===== config.mk =====
export PLATFORM = sky130hd
export DESIGN_NAME = cst_top
export DESIGN_NICKNAME = d
export VERILOG_FILES = /design/src/verilog/cst_pkg.sv /design/src/verilog/cst_top.sv
export SDC_FILE = /design/constraint.sdc
export NUM_CORES = 1
export LEC_CHECK = 0
export BUFFER_PORTS_ARGS = -buffer_cell sky130_fd_sc_hd__buf_2
export CAP_MARGIN = 15
export CORE_ASPECT_RATIO = 1.75
export CORE_UTILIZATION = 34
export CTS_BUF_LIST = sky130_fd_sc_hd__clkbuf_16
export CTS_CLUSTER_DIAMETER = 60
export DETAILED_ROUTE_END_ITERATION = 10
export HOLD_SLACK_MARGIN = 0.02
export REMOVE_ABC_BUFFERS = 1
export SYNTH_ARGS = -nofsm -noshare
export SYNTH_HDL_FRONTEND = slang
export SYNTH_SLANG_ARGS = --single-unit

===== constraint.sdc =====
create_clock -name hclk -period 2.7 [get_ports hclk]
set_input_delay 0.675 -clock hclk [delete_from_list [all_inputs] [get_ports hclk]]
set_output_delay 0.675 -clock hclk [all_outputs]
set_load 0.01 [all_outputs]

===== src/verilog/cst_pkg.sv =====
// cst_pkg: constants for the capacitive sensing timer select block
// assumes a 32-bit ahb-lite bus and a single 20 MHz core clock
package cst_pkg;
  // register byte offsets
  localparam logic [7:0] CTRL0_OFS     = 8'h00;
  localparam logic [7:0] TIMER_CFG_OFS = 8'h04;
  localparam logic [7:0] TIMER0_OFS    = 8'h08;
  localparam logic [7:0] TIMER1_OFS    = 8'h0C;
  // cap_sense_control0 field positions
  localparam int ENABLE_BIT    = 7;
  localparam int RANGE_HI      = 3;
  localparam int RANGE_LO      = 2;
  localparam int DIR_BIT       = 1;
  localparam int T0_SEL_BIT    = 0;
  localparam logic [7:0] CTRL0_RESET    = 8'h00;
  localparam logic [7:0] CTRL0_WR_MASK  = 8'h8D;
  // timer_config field positions
  localparam int T0_CS_BIT     = 0;
  localparam int T1_CS_LO      = 1;
  localparam int T1_CS_HI      = 2;
  localparam int T1_ON_BIT     = 3;
  localparam int T1_GE_BIT     = 4;
  localparam logic [4:0] TCFG_RESET     = 5'h00;
  localparam logic [1:0] T1_CS_OSC      = 2'h3;
  // oscillator current ranges
  localparam logic [1:0] RANGE_OFF  = 2'h0;
  localparam logic [1:0] RANGE_LOW  = 2'h1;
  localparam logic [1:0] RANGE_MED  = 2'h2;
  localparam logic [1:0] RANGE_HIGH = 2'h3;
  // ahb encodings
  localparam logic [1:0] HTRANS_NONSEQ = 2'h2;
  localparam logic [1:0] HTRANS_SEQ    = 2'h3;
endpackage


===== src/verilog/cst_top.sv =====
// cst_top: cap sense oscillator routing to timer0 or timer1 with an ahb-lite slave
// assumes the oscillator and gate arrive asynchronously from pins; one clock hclk
//
// Our own choices: the AHB-Lite register port and the register offsets.
`timescale 1ns/1ns

// Summary of operation
// - timer0 counts oscillator when timer0 select set and timer0 clock source clear.
// - timer1 counts oscillator when its clock source field equals binary 11.
// - timer1 off when on is 0; free with gate off; gated otherwise.
// - all control register bits clear at every reset.
// - bits 6 to 4 read zero and ignore writes.
// - bit 7 turns the sensing module on or off.
// - bits 3-2 select oscillator off, low, medium or high current.
// - read-only bit 1 reads 1 sourcing, 0 sinking, and 0 whenever the oscillator is off.
module cst_top #(
  parameter int T0_W = 8,
  parameter int T1_W = 16
) (
  input  wire logic        hclk,
  input  wire logic        hresetn,
  input  wire logic        hsel,
  input  wire logic [31:0] haddr,
  input  wire logic [1:0]  htrans,
  input  wire logic        hwrite,
  input  wire logic [2:0]  hsize,
  input  wire logic [31:0] hwdata,
  input  wire logic        hready,
  output logic      [31:0] hrdata,
  output logic             hreadyout,
  output logic             hresp,
  input  wire logic        osc_in,
  input  wire logic        osc_sourcing,
  input  wire logic        t1_gate_in,
  output logic             sense_module_enable,
  output logic      [1:0]  osc_current_range
);
  // refuse widths that the 32-bit read path cannot carry
  if (T0_W < 1 || T0_W > 32 || T1_W < 1 || T1_W > 32) begin
    $error("timer widths must be 1 to 32");
  end

  logic [7:0]      cap_sense_control0_ff;
  logic [4:0]      timer_cfg_ff;
  logic [T0_W-1:0] timer0_ff;
  logic [T1_W-1:0] timer1_ff;
  logic [2:0]      osc_sync_ff;
  logic [1:0]      dir_sync_ff;
  logic [1:0]      gate_sync_ff;
  logic            wr_pend_ff;
  logic [7:0]      wr_addr_ff;
  logic [31:0]     hrdata_ff;

  // input synchronisers; first stage feeds only the second
  always_ff @(posedge hclk or negedge hresetn) begin
    if (!hresetn) begin
      osc_sync_ff  <= 3'h0;
      dir_sync_ff  <= 2'h0;
      gate_sync_ff <= 2'h0;
    end else begin
      osc_sync_ff  <= {osc_sync_ff[1:0], osc_in};
      dir_sync_ff  <= {dir_sync_ff[0], osc_sourcing};
      gate_sync_ff <= {gate_sync_ff[0], t1_gate_in};
    end
  end

  // oscillator edge and timer routing
  wire osc_rise   = osc_sync_ff[1] & ~osc_sync_ff[2];
  wire mod_on     = cap_sense_control0_ff[cst_pkg::ENABLE_BIT];
  wire osc_run    = mod_on && (cap_sense_control0_ff[cst_pkg::RANGE_HI:cst_pkg::RANGE_LO]
                    != cst_pkg::RANGE_OFF);
  wire t0_use_osc = cap_sense_control0_ff[cst_pkg::T0_SEL_BIT] &&
                    !timer_cfg_ff[cst_pkg::T0_CS_BIT];
  wire t1_use_osc = timer_cfg_ff[cst_pkg::T1_CS_HI:cst_pkg::T1_CS_LO]
                    == cst_pkg::T1_CS_OSC;
  wire t1_on      = timer_cfg_ff[cst_pkg::T1_ON_BIT];
  wire t1_ge      = timer_cfg_ff[cst_pkg::T1_GE_BIT];
  wire t1_allow   = t1_on && (!t1_ge || gate_sync_ff[1]);
  wire t0_tick    = osc_run && osc_rise && t0_use_osc;
  wire t1_tick    = osc_run && osc_rise && t1_use_osc && t1_allow;
  wire dir_status = osc_run & dir_sync_ff[1];

  // ahb decode; write data lands the cycle after the address phase
  wire        addr_ok  = hsel && hready && (htrans == cst_pkg::HTRANS_NONSEQ ||
                         htrans == cst_pkg::HTRANS_SEQ);
  wire        wr_req   = addr_ok && hwrite;
  wire        rd_req   = addr_ok && !hwrite;
  wire [7:0]  a_ofs    = haddr[7:0];
  wire        wr_ctrl  = wr_pend_ff && (wr_addr_ff == cst_pkg::CTRL0_OFS);
  wire        wr_tcfg  = wr_pend_ff && (wr_addr_ff == cst_pkg::TIMER_CFG_OFS);
  wire        wr_t0    = wr_pend_ff && (wr_addr_ff == cst_pkg::TIMER0_OFS);
  wire        wr_t1    = wr_pend_ff && (wr_addr_ff == cst_pkg::TIMER1_OFS);
  wire [7:0]  ctrl_rd  = (cap_sense_control0_ff & cst_pkg::CTRL0_WR_MASK) |
                         (8'(dir_status) << cst_pkg::DIR_BIT);
  wire [31:0] t0_ext   = 32'(timer0_ff);
  wire [31:0] t1_ext   = 32'(timer1_ff);
  wire [31:0] rd_mux   = (a_ofs == cst_pkg::CTRL0_OFS)     ? {24'h00_0000, ctrl_rd} :
                         (a_ofs == cst_pkg::TIMER_CFG_OFS) ? {27'h000_0000, timer_cfg_ff} :
                         (a_ofs == cst_pkg::TIMER0_OFS)    ? t0_ext :
                         (a_ofs == cst_pkg::TIMER1_OFS)    ? t1_ext : 32'h0000_0000;

  // bus phase tracking; zero wait states, unmapped reads give zero
  always_ff @(posedge hclk or negedge hresetn) begin
    if (!hresetn) begin
      wr_pend_ff <= 1'b0;
      wr_addr_ff <= 8'h00;
      hrdata_ff  <= 32'h0000_0000;
    end else begin
      wr_pend_ff <= wr_req;
      if (wr_req) begin
        wr_addr_ff <= a_ofs;
      end
      if (rd_req) begin
        hrdata_ff <= rd_mux;
      end
    end
  end

  // control registers; only implemented bits store
  always_ff @(posedge hclk or negedge hresetn) begin
    if (!hresetn) begin
      cap_sense_control0_ff <= cst_pkg::CTRL0_RESET;
      timer_cfg_ff          <= cst_pkg::TCFG_RESET;
    end else begin
      if (wr_ctrl) begin
        cap_sense_control0_ff <= hwdata[7:0] & cst_pkg::CTRL0_WR_MASK;
      end
      if (wr_tcfg) begin
        timer_cfg_ff <= hwdata[4:0];
      end
    end
  end

  // timers; a software write takes priority over a tick in the same cycle
  always_ff @(posedge hclk or negedge hresetn) begin
    if (!hresetn) begin
      timer0_ff <= '0;
      timer1_ff <= '0;
    end else begin
      if (wr_t0) begin
        timer0_ff <= hwdata[T0_W-1:0];
      end else if (t0_tick) begin
        timer0_ff <= timer0_ff + 1'b1;
      end
      if (wr_t1) begin
        timer1_ff <= hwdata[T1_W-1:0];
      end else if (t1_tick) begin
        timer1_ff <= timer1_ff + 1'b1;
      end
    end
  end

  // module outputs from flops
  always_ff @(posedge hclk or negedge hresetn) begin
    if (!hresetn) begin
      sense_module_enable <= 1'b0;
      osc_current_range   <= cst_pkg::RANGE_OFF;
    end else begin
      sense_module_enable <= cap_sense_control0_ff[cst_pkg::ENABLE_BIT];
      osc_current_range   <= mod_on ?
                             cap_sense_control0_ff[cst_pkg::RANGE_HI:cst_pkg::RANGE_LO] :
                             cst_pkg::RANGE_OFF;
    end
  end

  // bus response; never stalls and never errors, so the master waits one edge at most
  always_ff @(posedge hclk or negedge hresetn) begin
    if (!hresetn) begin
      hreadyout <= 1'b0;
      hresp     <= 1'b0;
    end else begin
      hreadyout <= 1'b1;
      hresp     <= 1'b0;
    end
  end
  assign hrdata = hrdata_ff;
endmodule


-- Word-level counts from Yosys, hierarchy flattened
Index checks and enable logic that the tools add are counted.
- register bits after elaboration: 85
- bits of input ports: 77
- output and inout port bits: 37
- add/subtract/negate cells: 2
- eq/ne operators: 9
- multiplexer cells: 9
- bitwise operators: 4
- reductions and logical operators: 25
- operator list (operator ; number):
    $mux W16 ; 6
    $eq A8 B4 Y1 const B ; 4
    $add A16 B1 Y16 const B ; 1
    $eq A8 B3 Y1 const B ; 2
    $logic_not A8 Y1 ; 2
    $mux W8 ; 2
    $logic_and A1 B1 Y1 ; 15
    $add A8 B1 Y8 const B ; 1
    $or A8 B2 Y8 ; 1
    $eq A2 B2 Y1 const B ; 3
    $reduce_bool A2 Y1 ; 3
    $logic_not A1 Y1 ; 3
    $and A1 B1 Y1 ; 2
    $logic_or A1 B1 Y1 ; 2
    $mux W2 ; 1
    $not A1 Y1 ; 1

-- Longest topological paths before layout
- depth in word-level cells: 7
- gate-level depth with buffers: 6
- mapped depth without buffers: 6

-- Worst setup path before layout
Ideal clock, no wire load.
- kind: input to register
- from: in hwrite
- to: reg hrdata_ff[10] (netlist: hrdata[10])
- library setup time: 0.065 ns
- arrival: 1.797 ns
- data required time: 2.635 ns
- setup slack: 0.837 ns
- stages: 5
- buffers on the path: 1
- path through: nand4b_1 -> nor2_1 -> and3_1 -> buf_2 -> a22o_1
- cells in the longest elaborated chain, start to end: 2
- ends and longest elaborated chain (element ; RTL line ; RTL):
    start: declaration ; cst_top.sv:25 ; input wire logic hwrite,
    $logic_not A1 Y1 ; cst_top.sv:87 ; wire rd_req = addr_ok && !hwrite;
    $logic_and A1 B1 Y1 ; cst_top.sv:87 ;
    end signal: assignment ; cst_top.sv:114 ; hrdata_ff <= rd_mux;
    end: declaration ; cst_top.sv:52 ; logic [31:0] hrdata_ff;
No other way between the ends.
A chain may end at the register's enable or synchronous reset.

-- Worst setup path after layout
- from: reg wr_addr_ff[4]
- to: reg timer_cfg_ff[2]
- cells in the longest elaborated chain, start to end: 2
- ends and longest elaborated chain (element ; RTL line ; RTL):
    start: declaration ; cst_top.sv:51 ; logic [7:0] wr_addr_ff;
    start signal: assignment ; cst_top.sv:111 ; wr_addr_ff <= a_ofs;
    $eq A8 B3 Y1 ; cst_top.sv:90 ; wire wr_tcfg = wr_pend_ff && (wr_addr_ff == cst_pkg::TIMER_CFG_OFS);
    $logic_and A1 B1 Y1 ; cst_top.sv:90 ;
    end signal: assignment ; cst_top.sv:123 ; timer_cfg_ff <= cst_pkg::TCFG_RESET;
    end signal: assignment ; cst_top.sv:129 ; timer_cfg_ff <= hwdata[4:0];
    end: declaration ; cst_top.sv:44 ; logic [4:0] timer_cfg_ff;
No other way between the ends.

==> summary.md <==
| Metric | Value |
|---|---|
| Transition time at the pin with the least slew margin | 633 ps |
| Startpoint of the most critical setup path | wr_addr_ff[4]$_DFFE_PN0P_ |
| Fin crit period | 1960 ps |
| First-pass GRT wire length | 12100 um |
| Maximum clock rate | 509 MHz |
| Launching element type of the critical path | register |
| Num ports | 114 |
| Post-synthesis cell count | 300 |
| Max Root-Sink Buffers | 2 |
| Most common flop cell mapped by yosys | sky130_fd_sc_hd__dfrtp_1 |
| Path type of the worst setup path | register to register |
| Buffers on Ports | 52 |
| Ys async rst share | 100% |
| Full die area | 0.00996 sq mm |
| Proportion of synthesized chip area in sequential cells | 53.2% |
| Cell area reported after detailed placement | 0.00362 sq mm |
| Via density | around 5 |
| Number of design rule violations left after detail routing | 0 |
| H-tree Lvls | 3 |
| Outcome | finished, final reports clean |
| Critical Path AT | 2180 ps |
| Max-slew violation total from the final report | 0 |
| Count of placed standard cells in the final layout, fillers left out | 487 |
| Vias in the first global route | approximately 2.4k |
| Highest net fanout along the worst path | 5 |
| Area share of the largest cell type after synthesis | 53.2% |
| CTS tree | yes |
| Min-Delay Path Class | register to register |
| Sum of negative setup slack | 0 ps |
| Final core utilization | between 40% and 50% |
| Number of antenna violations at the first check in global routing | 0 |
| Cell Count Post-Placement | 472 |
| Count of cells resized by post-cts repair | 0 |
| Die span in x | ~76 um |
| Fin Hold WS | 347 ps |
| Cts bufs inserted | 9 |
| Number of hold-slack violations in the final timing report | 0 |
| Worst setup path end | timer_cfg_ff[2]$_DFFE_PN0P_ |
| Max Clock Skew | 2.79 ps |
| Post-CTS setup buffers | 0 |
| Insertion delay of the later-clocked pin in the worst-skew pair | between 300 and 400 ps |
| Hold buffer count at CTS | 0 |
| Final cycle utilization of the critical path | 72.7% |
| Endpoint of the worst register-to-register path | timer_cfg_ff[2]$_DFFE_PN0P_ |
| Cell chosen for the clock root | sky130_fd_sc_hd__clkbuf_16 |
| Unrepaired setup endpoints after global routing | no |
| Overall global routing resource usage | 16.6% |
| Detailed placer's ending HPWL | approximately 5400 um |
| Synth top area cells | sky130_fd_sc_hd__dfrtp_1 53%, sky130_fd_sc_hd__xor2_1 5.4%, sky130_fd_sc_hd__nand2_1 4.3% |
| First drt pass iteration count | 5 |
| Synthesis-to-layout area growth | 19.2% |
| Clock-pin transition on the worst setup and hold timing paths | around 50 ps |
| Post-synthesis sequential element count | 69 |
| Number of vias after detailed routing | 2411 |
| Remaining antenna violation count | 0 |
| Total overflow reported by the global router | 0 |
| Standard-cell rows | 46 |
| Yosys cell types | 41 |
| Commonest cells after routing, fill and taps aside | 69 x sky130_fd_sc_hd__dfrtp_1, 52 x sky130_fd_sc_hd__buf_2, 37 x sky130_fd_sc_hd__nand2_1 |
| Routed length per instance | 14.9 um |
| Area of all placed cells without fillers | 0.00387 sq mm |
| Initial core utilization | between 30% and 40% |
| Maximum number of pins on one net before global-route repair | 33 |
| Weighted congestion reported at the end of routability-driven placement | 0.811 |
| Post-synth EDFFs | 0 |
| Source of the worst register-to-register timing path | wr_addr_ff[4]$_DFFE_PN0P_ |
| Avg Inst Size Synth | 10.8 sq um |
| CP required | 2910 ps |
| Syn. warnings | 0 |
| Final setup violation count | 0 |
| Setup slack of the worst register-to-register path | 740 ps |
| Leakage power summed over all cells | 1.84 nW |
| Peak VDD IR | 364 uV |
| TritonCTS sink count | 69 |
| Fillers | 900 |
| Number of nets in the layout | 442 |
| CP endpoint kind | register |
| Vertical die dimension | 131 um |
| Top cell type by total area after synthesis | sky130_fd_sc_hd__dfrtp_1 |
| N_diodes | 0 |
| Number of DRC markers in iteration 0 | 85 |
| Synth Cell Area | 0.00325 sq mm |
| Leading cell type in the layout, fill and taps excluded | sky130_fd_sc_hd__dfrtp_1 |
| Final wirelength | 7280 um |
| Power Dens Cells | 700 mW/mm^2 |
| Max-cap violations | 0 |
| Area of the core | 0.00915 sq mm |
| Slew HR | 57.4% |
| Number of cells on the worst reg-to-reg path | 5 |
| Fraction of layout instances using a drive strength above 1 | 25.3% |
Yosys cell counts (2+ instances only):
library cell / n
sky130_fd_sc_hd__clkbuf_1: 3
sky130_fd_sc_hd__xor2_1: 20
sky130_fd_sc_hd__nand4_1: 9
sky130_fd_sc_hd__xnor2_1: 2
sky130_fd_sc_hd__buf_2: 4
sky130_fd_sc_hd__ha_1: 2
sky130_fd_sc_hd__and3_1: 6
sky130_fd_sc_hd__nand2_1: 37
sky130_fd_sc_hd__and4_1: 2
sky130_fd_sc_hd__conb_1: 2
sky130_fd_sc_hd__mux4_2: 3
sky130_fd_sc_hd__nor4_2: 3
sky130_fd_sc_hd__mux2_2: 11
sky130_fd_sc_hd__and2_1: 2
sky130_fd_sc_hd__dfrtp_1: 69
sky130_fd_sc_hd__a21oi_1: 24
sky130_fd_sc_hd__a22o_1: 13
sky130_fd_sc_hd__nor3_1: 2
sky130_fd_sc_hd__a32o_1: 2
sky130_fd_sc_hd__o21ai_0: 3
sky130_fd_sc_hd__inv_1: 2
sky130_fd_sc_hd__buf_4: 17
sky130_fd_sc_hd__nor2_1: 29
sky130_fd_sc_hd__nand3_1: 13
sky130_fd_sc_hd__mux2i_1: 4
layout make-up:
class	count	area [sq um]	share of cell area [%]
clock inverter	6	25.0	0.647
tap	120	150	3.88
multi-input combinational	220	1410	36.4
sequential	69	1730	44.6
clock buffer	9	225	5.82
inverter	3	11.3	0.291
timing repair buffer	60	320	8.28
state kept, by name (all words and copies together), names as in the netlist:
signal / count
wr_addr_ff: 8
gate_sync_ff: 2
wr_pend_ff: 1
osc_sync_ff: 3
hrdata: 16
timer0_ff: 8
osc_current_range: 2
timer1_ff: 16
cap_sense_control0_ff: 4
sense_module_enable: 1
timer_cfg_ff: 5
hreadyout: 1
dir_sync_ff: 2
stage by stage:
stage | power, mW | setup WS (ps)
finish | 2.71 | 736
global route | 2.85 | 652
CTS | 2.74 | 729
detailed placement | 1.72 | 675
global placement | 1.70 | 684
floorplan | 1.56 | 556
critical path, cell delays in order (launching register included):
cell                      delay, ps
sky130_fd_sc_hd__dfrtp_1        370
sky130_fd_sc_hd__or4b_4         580
sky130_fd_sc_hd__nor4_4         200
sky130_fd_sc_hd__nand2_1        140
sky130_fd_sc_hd__nor2_4         200
sky130_fd_sc_hd__mux2_2         360
layer usage:
layer	GRT usage, %	vias to the layer above	wire [um]	share of wire (%)
li1	-	1150	-	-
met1	17.9	1168	2790	38
met2	28.8	79	3990	55
met3	4.14	14	329	4.5
met4	7.82	0	170	2.3
met5	0	-	0	0
power by group:
part           switching (mW)  internal, mW  leakage, nW
clock                   0.407         0.598        0.136
sequential              0.151          1.18        0.868
combinational           0.183         0.190        0.835
total                   0.741          1.97         1.84
worst min path at each step:
stage               cells after the start  slack [ps]                   endpoint                 startpoint
detailed placement                      0         340  gate_sync_ff[1]$_DFF_PN0_  gate_sync_ff[0]$_DFF_PN0_
global placement                        0         330   dir_sync_ff[1]$_DFF_PN0_   dir_sync_ff[0]$_DFF_PN0_
global route                            0         350   osc_sync_ff[1]$_DFF_PN0_   osc_sync_ff[0]$_DFF_PN0_
floorplan                               0         330   dir_sync_ff[1]$_DFF_PN0_   dir_sync_ff[0]$_DFF_PN0_
finish                                  0         350  gate_sync_ff[1]$_DFF_PN0_  gate_sync_ff[0]$_DFF_PN0_
CTS                                     0         350  gate_sync_ff[1]$_DFF_PN0_  gate_sync_ff[0]$_DFF_PN0_
cells by family (layout without fill, tap and decap cells):
logic type	Yosys count	count (layout)	share of synthesized area, %
AOI/OAI and AO/OA	46	46	9.29
and+or+nand+nor	114	114	18.2
xor gates and xnor gates	22	22	5.94
buffers and inverters	27	78	5.24
DFF	69	69	53.2
other	2	18	0.231
adders and majority gates	2	2	0.771
muxes	18	18	7.13
Note: power is estimated with default switching activity, not from simulation.
